==> src/verilog/dmc_consts.vh <==
// Constants for the DMA channel mode and interrupt control slice.
`ifndef DMC_CONSTS_VH
`define DMC_CONSTS_VH

// Register byte offsets on the AXI4-Lite bus.
`define DMC_OFS_MODE_CTL 8'h00
`define DMC_OFS_RUN_CTL 8'h04
`define DMC_OFS_COUNT 8'h08
`define DMC_OFS_BLOCK 8'h0c

// Field positions inside the mode control word.
`define DMC_BIT_ESC_FLAG 17
`define DMC_BIT_CNT_FLAG 16
`define DMC_BIT_ACC_HI 15
`define DMC_BIT_ACC_LO 14
`define DMC_BIT_MODE_HI 13
`define DMC_BIT_MODE_LO 12
`define DMC_BIT_SZERR_EN 11
`define DMC_BIT_RSVD 10
`define DMC_BIT_ESC_EN 9
`define DMC_BIT_CNT_EN 8
// Channel active bit position inside the run control word.
`define DMC_BIT_ACTIVE 0

// Access size encodings.
`define DMC_ACC_BYTE 2'h0
`define DMC_ACC_WORD 2'h1
`define DMC_ACC_LONG 2'h2

// Transfer mode encodings.
`define DMC_MODE_NORMAL 2'h0
`define DMC_MODE_BLOCK 2'h1
`define DMC_MODE_REPEAT 2'h2

// Reset values.
`define DMC_RST_COUNT 32'h0000_0000
`define DMC_RST_BLOCK 16'h0001

// AXI response codes.
`define DMC_RESP_OKAY 2'h0
`define DMC_RESP_SLVERR 2'h2

`endif
==> src/verilog/dmc_channel_ctl.v <==
// DMA channel mode register slice with count-end and escape-end flags.
`timescale 1ns/1ns
`include "dmc_consts.vh"

module dmc_channel_ctl (
   input wire MCLK,
   input wire RST,
   input wire [7:0] S_AXI_AWADDR,
   input wire S_AXI_AWVALID,
   output wire S_AXI_AWREADY,
   input wire [31:0] S_AXI_WDATA,
   input wire [3:0] S_AXI_WSTRB,
   input wire S_AXI_WVALID,
   output wire S_AXI_WREADY,
   output wire [1:0] S_AXI_BRESP,
   output wire S_AXI_BVALID,
   input wire S_AXI_BREADY,
   input wire [7:0] S_AXI_ARADDR,
   input wire S_AXI_ARVALID,
   output wire S_AXI_ARREADY,
   output wire [31:0] S_AXI_RDATA,
   output wire [1:0] S_AXI_RRESP,
   output wire S_AXI_RVALID,
   input wire S_AXI_RREADY,
   input wire XFER_REQ,
   input wire ESC_EVENT,
   output wire CHAN_ACTIVE,
   output wire [1:0] ACC_SIZE,
   output wire [1:0] XFER_MODE,
   output wire XFER_ACK,
   output wire SIZE_ERR,
   output wire ESC_IRQ,
   output wire CNT_IRQ
);

   reg aw_full_q;
   reg w_full_q;
   reg [7:0] aw_addr_q;
   reg [31:0] w_data_q;
   reg [3:0] w_strb_q;
   reg bvalid_q;
   reg [1:0] bresp_q;
   reg rvalid_q;
   reg [1:0] rresp_q;
   reg [31:0] rdata_q;

   reg [1:0] acc_size_q;
   reg [1:0] mode_q;
   reg szerr_en_q;
   reg esc_en_q;
   reg cnt_en_q;
   reg cnt_flag_q;
   reg esc_flag_q;
   reg cnt_seen_q;
   reg esc_seen_q;
   reg active_q;
   reg [31:0] count_q;
   reg [15:0] block_q;
   reg xfer_ack_q;
   reg size_err_q;

   wire [31:0] mask;
   wire [31:0] mode_word;
   wire [31:0] run_word;
   wire wr_fire;
   wire wr_mode;
   wire wr_run;
   wire wr_count;
   wire wr_block;
   wire wr_hit;
   wire rd_fire;
   wire [31:0] mode_wv;
   wire [31:0] run_wv;
   wire [31:0] count_wv;
   wire [31:0] block_wv;
   wire [31:0] acc_bytes;
   wire [31:0] unit_amount;
   wire count_short;
   wire req_ok;
   wire size_err;
   wire step;
   wire [31:0] next_count;
   wire cnt_end;
   wire esc_end;
   wire sw_start;
   wire cnt_clr;
   wire esc_clr;
   reg [31:0] rd_mux;

   // Byte-lane mask built from the latched write strobes.
   genvar gi;
   generate
      for (gi = 0; gi < 4; gi = gi + 1) begin : g_lane
         assign mask[gi*8+7:gi*8] = {8{w_strb_q[gi]}};
      end
   endgenerate

   // Readback words; bit ten and the low byte of the mode word are held at zero.
   assign mode_word = {14'h0000, esc_flag_q, cnt_flag_q, acc_size_q, mode_q,
                       szerr_en_q, 1'b0, esc_en_q, cnt_en_q, 8'h00};
   assign run_word = {31'h0000_0000, active_q};

   // Write address and data are parked separately, so either may come first.
   assign S_AXI_AWREADY = !aw_full_q && !bvalid_q;
   assign S_AXI_WREADY = !w_full_q && !bvalid_q;
   assign S_AXI_BVALID = bvalid_q;
   assign S_AXI_BRESP = bresp_q;
   assign S_AXI_ARREADY = !rvalid_q;
   assign S_AXI_RVALID = rvalid_q;
   assign S_AXI_RRESP = rresp_q;
   assign S_AXI_RDATA = rdata_q;

   assign wr_fire = aw_full_q && w_full_q && !bvalid_q;
   assign wr_mode = wr_fire && (aw_addr_q == `DMC_OFS_MODE_CTL);
   assign wr_run = wr_fire && (aw_addr_q == `DMC_OFS_RUN_CTL);
   assign wr_count = wr_fire && (aw_addr_q == `DMC_OFS_COUNT);
   assign wr_block = wr_fire && (aw_addr_q == `DMC_OFS_BLOCK);
   assign wr_hit = wr_mode || wr_run || wr_count || wr_block;
   assign rd_fire = S_AXI_ARVALID && !rvalid_q;

   // Merged write values keep the lanes that the strobes leave alone.
   assign mode_wv = (mode_word & ~mask) | (w_data_q & mask);
   assign run_wv = (run_word & ~mask) | (w_data_q & mask);
   assign count_wv = (count_q & ~mask) | (w_data_q & mask);
   assign block_wv = ({16'h0000, block_q} & ~mask) | (w_data_q & mask);

   // One request moves one access unit, or one whole block in block mode.
   assign acc_bytes = 32'h0000_0001 << acc_size_q;
   assign unit_amount = (mode_q == `DMC_MODE_BLOCK) ?
                        ({16'h0000, block_q} << acc_size_q) : acc_bytes;
   assign count_short = count_q < unit_amount;

   // Transfer bookkeeping; requests on an idle channel are dropped.
   assign req_ok = XFER_REQ && active_q;
   assign size_err = req_ok && szerr_en_q && count_short;
   assign step = req_ok && !size_err;
   // Without the size check a short tail finishes the count instead.
   assign next_count = count_short ? 32'h0000_0000 : (count_q - unit_amount);
   assign cnt_end = step && (next_count == 32'h0000_0000);
   assign esc_end = size_err || (ESC_EVENT && active_q);

   // Software flag clears: a start, or a zero written after a one was read.
   assign sw_start = wr_run && run_wv[`DMC_BIT_ACTIVE];
   assign cnt_clr = sw_start ||
                    (wr_mode && cnt_seen_q && !mode_wv[`DMC_BIT_CNT_FLAG]);
   assign esc_clr = sw_start ||
                    (wr_mode && esc_seen_q && !mode_wv[`DMC_BIT_ESC_FLAG]);

   // Read multiplexer; unmapped addresses read as zero.
   always @* begin
      case (S_AXI_ARADDR)
         `DMC_OFS_MODE_CTL: rd_mux = mode_word;
         `DMC_OFS_RUN_CTL: rd_mux = run_word;
         `DMC_OFS_COUNT: rd_mux = count_q;
         `DMC_OFS_BLOCK: rd_mux = {16'h0000, block_q};
         default: rd_mux = 32'h0000_0000;
      endcase
   end

   // AXI4-Lite write channel handshakes and response.
   always @(posedge MCLK) begin
      if (RST) begin
         aw_full_q <= 1'b0;
         w_full_q <= 1'b0;
         aw_addr_q <= 8'h00;
         w_data_q <= 32'h0000_0000;
         w_strb_q <= 4'h0;
         bvalid_q <= 1'b0;
         bresp_q <= `DMC_RESP_OKAY;
      end else begin
         if (S_AXI_AWVALID && S_AXI_AWREADY) begin
            aw_full_q <= 1'b1;
            aw_addr_q <= {S_AXI_AWADDR[7:2], 2'b00};
         end
         if (S_AXI_WVALID && S_AXI_WREADY) begin
            w_full_q <= 1'b1;
            w_data_q <= S_AXI_WDATA;
            w_strb_q <= S_AXI_WSTRB;
         end
         if (wr_fire) begin
            aw_full_q <= 1'b0;
            w_full_q <= 1'b0;
            bvalid_q <= 1'b1;
            bresp_q <= wr_hit ? `DMC_RESP_OKAY : `DMC_RESP_SLVERR;
         end else if (bvalid_q && S_AXI_BREADY) begin
            bvalid_q <= 1'b0;
         end
      end
   end

   // AXI4-Lite read channel; data is registered for one cycle of latency.
   always @(posedge MCLK) begin
      if (RST) begin
         rvalid_q <= 1'b0;
         rresp_q <= `DMC_RESP_OKAY;
         rdata_q <= 32'h0000_0000;
      end else if (rd_fire) begin
         rvalid_q <= 1'b1;
         rdata_q <= rd_mux;
         rresp_q <= (S_AXI_ARADDR[7:4] == 4'h0) ? `DMC_RESP_OKAY : `DMC_RESP_SLVERR;
      end else if (rvalid_q && S_AXI_RREADY) begin
         rvalid_q <= 1'b0;
      end
   end

   // Read-of-one tracking; any write to the mode word consumes the permit.
   always @(posedge MCLK) begin
      if (RST) begin
         cnt_seen_q <= 1'b0;
         esc_seen_q <= 1'b0;
      end else begin
         if (wr_mode) begin
            cnt_seen_q <= 1'b0;
            esc_seen_q <= 1'b0;
         end
         if (rd_fire && (S_AXI_ARADDR == `DMC_OFS_MODE_CTL)) begin
            if (cnt_flag_q) begin
               cnt_seen_q <= 1'b1;
            end
            if (esc_flag_q) begin
               esc_seen_q <= 1'b1;
            end
         end
      end
   end

   // Mode fields; the value 11 is stored as written but never expected.
   always @(posedge MCLK) begin
      if (RST) begin
         acc_size_q <= `DMC_ACC_BYTE;
         mode_q <= `DMC_MODE_NORMAL;
         szerr_en_q <= 1'b0;
         esc_en_q <= 1'b0;
         cnt_en_q <= 1'b0;
         block_q <= `DMC_RST_BLOCK;
      end else begin
         if (wr_mode) begin
            acc_size_q <= mode_wv[`DMC_BIT_ACC_HI:`DMC_BIT_ACC_LO];
            mode_q <= mode_wv[`DMC_BIT_MODE_HI:`DMC_BIT_MODE_LO];
            szerr_en_q <= mode_wv[`DMC_BIT_SZERR_EN];
            esc_en_q <= mode_wv[`DMC_BIT_ESC_EN];
            cnt_en_q <= mode_wv[`DMC_BIT_CNT_EN];
         end
         if (wr_block) begin
            block_q <= block_wv[15:0];
         end
      end
   end

   // Flags: the hardware set is tested last so it beats any clear.
   always @(posedge MCLK) begin
      if (RST) begin
         cnt_flag_q <= 1'b0;
         esc_flag_q <= 1'b0;
      end else begin
         if (cnt_clr) begin
            cnt_flag_q <= 1'b0;
         end
         if (cnt_end) begin
            cnt_flag_q <= 1'b1;
         end
         if (esc_clr) begin
            esc_flag_q <= 1'b0;
         end
         if (esc_end) begin
            esc_flag_q <= 1'b1;
         end
      end
   end

   // Channel active bit and counter; a software write overrides the engine.
   always @(posedge MCLK) begin
      if (RST) begin
         active_q <= 1'b0;
         count_q <= `DMC_RST_COUNT;
         xfer_ack_q <= 1'b0;
         size_err_q <= 1'b0;
      end else begin
         xfer_ack_q <= step;
         size_err_q <= size_err;
         if (wr_run) begin
            active_q <= run_wv[`DMC_BIT_ACTIVE];
         end else if (esc_end || cnt_end) begin
            active_q <= 1'b0;
         end
         if (wr_count) begin
            count_q <= count_wv;
         end else if (step) begin
            count_q <= next_count;
         end
      end
   end

   // Interrupt requests follow flag and enable with no extra state.
   assign ESC_IRQ = esc_flag_q && esc_en_q;
   assign CNT_IRQ = cnt_flag_q && cnt_en_q;
   assign CHAN_ACTIVE = active_q;
   assign ACC_SIZE = acc_size_q;
   assign XFER_MODE = mode_q;
   assign XFER_ACK = xfer_ack_q;
   assign SIZE_ERR = size_err_q;

endmodule // dmc_channel_ctl

==> config.mk <==
export PLATFORM = sky130hd
export DESIGN_NAME = dmc_channel_ctl
export DESIGN_NICKNAME = d
export VERILOG_FILES = /design/src/verilog/dmc_channel_ctl.v
export VERILOG_INCLUDE_DIRS = /design/src /design/src/verilog
export SDC_FILE = /design/constraint.sdc
export NUM_CORES = 1
export LEC_CHECK = 0
export ABC_CLOCK_PERIOD_IN_PS = 5600
export BUFFER_PORTS_ARGS = -buffer_cell sky130_fd_sc_hd__buf_2
export CAP_MARGIN = 20
export CORE_MARGIN = 3
export CORE_UTILIZATION = 35
export DETAILED_ROUTE_END_ITERATION = 12
export GPL_ROUTABILITY_DRIVEN = 0
export PLACE_DENSITY_LB_ADDON = 0.25
export SYNTH_ARGS = -nofsm -noshare
export SYNTH_HDL_FRONTEND = slang
export SYNTH_SLANG_ARGS = --single-unit
export TNS_END_PERCENT = 5
==> constraint.sdc <==
create_clock -name MCLK -period 5.6 [get_ports MCLK]
set_clock_uncertainty 0.2 [all_clocks]
set_input_delay 0.28 -clock MCLK [delete_from_list [all_inputs] [get_ports MCLK]]
set_output_delay 0.28 -clock MCLK [all_outputs]
set_load 0.02 [all_outputs]
==> flow_summary.json <==
{
  "nFillCells": 2223,
  "grt_pass1_wl_um": 38900,
  "yosys.area.top_type_share_pct": 35.5,
  "cts_buffers": 17,
  "antenna_found_initial": 0,
  "crit_required_ns": 5.76,
  "synth_compound_gate_area_share_pct": 23.0,
  "mostFrequentLayoutCells": "nand2_1 (178), dfxtp_1 (142), nor2_1 (122)",
  "start_util_pct": 36.1,
  "dp_slack_ns": 0.978,
  "cts_resized": 0,
  "synth_area_leader_cell": "dfxtp_1",
  "p_leak_nw": 3.98,
  "relSlewSlack_pct": 37.8,
  "power_mw": 2.42,
  "endpoint_kind": "flop",
  "hpwl_um": 17800,
  "critPathMaxFanout": 18,
  "synth-xor-area-share_pct": 1.53,
  "async_flop_share_pct": 0,
  "outcome": "finished clean",
  "clkSinkCount": 142,
  "tightest_slew_ns": 0.910,
  "syn_inst": 1010,
  "io_buffers": 106,
  "synth_edf_count": 0,
  "num_vias": 7835,
  "final_nets": 1213,
  "clk_latency_ns": 0.43,
  "syn_area_um2": 8010,
  "maxCapViolCount": 0,
  "cts_tree": "done",
  "setup_viol": 0,
  "synth_warnings": 0,
  "min_path_type": "input port to flop",
  "die_w_um": 157,
  "synth_top_family_by_area": "simple AND/OR/NAND/NOR gates",
  "period_share_pct": 83.8,
  "drt-pass1-iter-count": 5,
  "layout_commonest_cell": "nand2_1",
  "rsz0062_at_grt": "false",
  "antenna_cells": 0,
  "grt_pass1_vias": 7286,
  "path_class": "flop to flop",
  "avgViaCountPerCell": 5.51,
  "yosys-mux-area-fraction_pct": 7.89,
  "cts_hold_buf": 46,
  "die_h_um": 157,
  "area.growth.synth_to_final_pct": 21.7,
  "placed_cells": 1346,
  "hp-start": "S_AXI_ARADDR[6]",
  "drv_slew": 0,
  "vdd_drop_max_v": 0.000162,
  "fin_setup_tns_ns": 0,
  "synth_area_per_cell_um2": 7.93,
  "power.density_nw_per_um2": 248,
  "wire_per_inst_um": 17.4,
  "grt_use_total_pct": 19.7,
  "synth_cell_types": 82,
  "layout-drive-gt1-share_pct": 17.7,
  "drtIter0Drc": 640,
  "core_um2": 22200,
  "ys_seq_area_share_pct": 35.5,
  "synth-seq-cells": 142,
  "grt_max_degree": 84,
  "hold_viol": 0,
  "synth_fa_ha_area_share_pct": 3.38,
  "max_freq_mhz": 213,
  "cts_setup_buffers": 0,
  "yosys.area_share.simple_pct": 24.2,
  "startpoint_type": "flop",
  "num_rows": 54,
  "ant_nets": 0,
  "ys.flop_type": "dfxtp_1",
  "clockRootBuffer": "clkbuf_16",
  "min_period_ns": 4.69,
  "design.die.area_um2": 24700,
  "clk_pin_slew_ns": 0.06,
  "drc": 0,
  "ys_top_cells_by_area": "dfxtp_1 (36%), nand2_1 (8.3%), nor2_1 (5.7%)",
  "design_area_um2": 9740,
  "grt-ovfl-total": 0,
  "ioPinCount": 111,
  "clockBufferDepth": 2,
  "routed_wl_um": 24800,
  "arrival_ns": 4.85,
  "cts.htree.levels": 4,
  "layoutNonFillerInstCount": 1423,
  "place_area_um2": 8680,
  "setup_slack_ns": 0.906
}
-- cell usage after synthesis (7+ instances only) --
master and number:
a211oi_1 19, a21oi_1 88, a22oi_1 31, and2_1 11
clkbuf_1 42, dfxtp_1 142, ha_1 20, inv_1 13
mux2_2 17, mux2i_1 35, nand2_1 178, nand3_1 25
nand4_1 7, nor2_1 122, nor3_1 18, nor4_1 9
o211a_1 11, o21ai_0 55, or3_1 8, xor2_1 8
-- power by group --
| part | internal (mW) | switching, mW | total [mW] |
|---|---|---|---|
| clock network | 0.715 | 0.466 | 1.18 |
| registers | 1.03 | 0.0238 | 1.06 |
| logic | 0.0739 | 0.102 | 0.176 |
-- logic make-up (layout without fill, tap and decap cells) --
| kind of cell | after synthesis | in the layout |
|---|---|---|
| adder cells (fa/ha/maj) | 21 | 21 |
| AO/OA/AOI/OAI | 275 | 275 |
| multiplexers | 56 | 56 |
| flip-flops | 142 | 142 |
| other | 1 | 2 |
| XOR/XNOR | 14 | 14 |
| buffers and inverters | 76 | 208 |
| AND/OR/NAND/NOR | 425 | 425 |
-- worst max-delay path, cell delays in order (launching register included) --
cell	delay, ns
dfxtp_1	0.85
mux2_2	0.43
o211ai_1	0.19
ha_1	0.38
a21oi_2	0.26
nand2_1	0.09
o21ai_0	0.34
o21ai_0	0.28
a2111oi_0	0.73
xnor2_1	0.27
a31oi_1	0.16
or3_1	0.35
o21ai_2	0.11
-- routing by layer --
layer	GRT usage [%]	share of wire, %
met5	0	0
met4	7.36	2.4
met3	3.68	5.2
met2	31.0	46
met1	26.9	46
-- final timing paths --
path                          to  slack (ns)  cells past startpoint
setup reg to reg      cnt_flag_q        0.91                     12
hold / removal    S_AXI_RRESP[1]        0.03                      4
hold reg to reg     w_data_q[27]        0.26                      2
setup / recovery      cnt_flag_q        0.91                     12
-- final cells by class --
| class | count | area [um^2] | area share (%) |
|---|---|---|---|
| timing repair buffer | 164 | 1090 | 11.2 |
| clock buffer | 19 | 443 | 4.55 |
| clock inverter | 12 | 163 | 1.67 |
| multi-input combinational | 793 | 4810 | 49.3 |
| inverter | 13 | 48.8 | 0.501 |
| tap | 280 | 350 | 3.60 |
| sequential | 142 | 2840 | 29.2 |
-- stage by stage --
stage	hold WS, ns	util (%)
after floorplan	0.179	-
after global placement	0.242	39.1
after detailed placement	0.244	39.1
after CTS	0.0115	44.0
after global routing	0.0374	44.0
final	0.0271	44.0
Note: power is estimated with default switching activity, not from simulation.
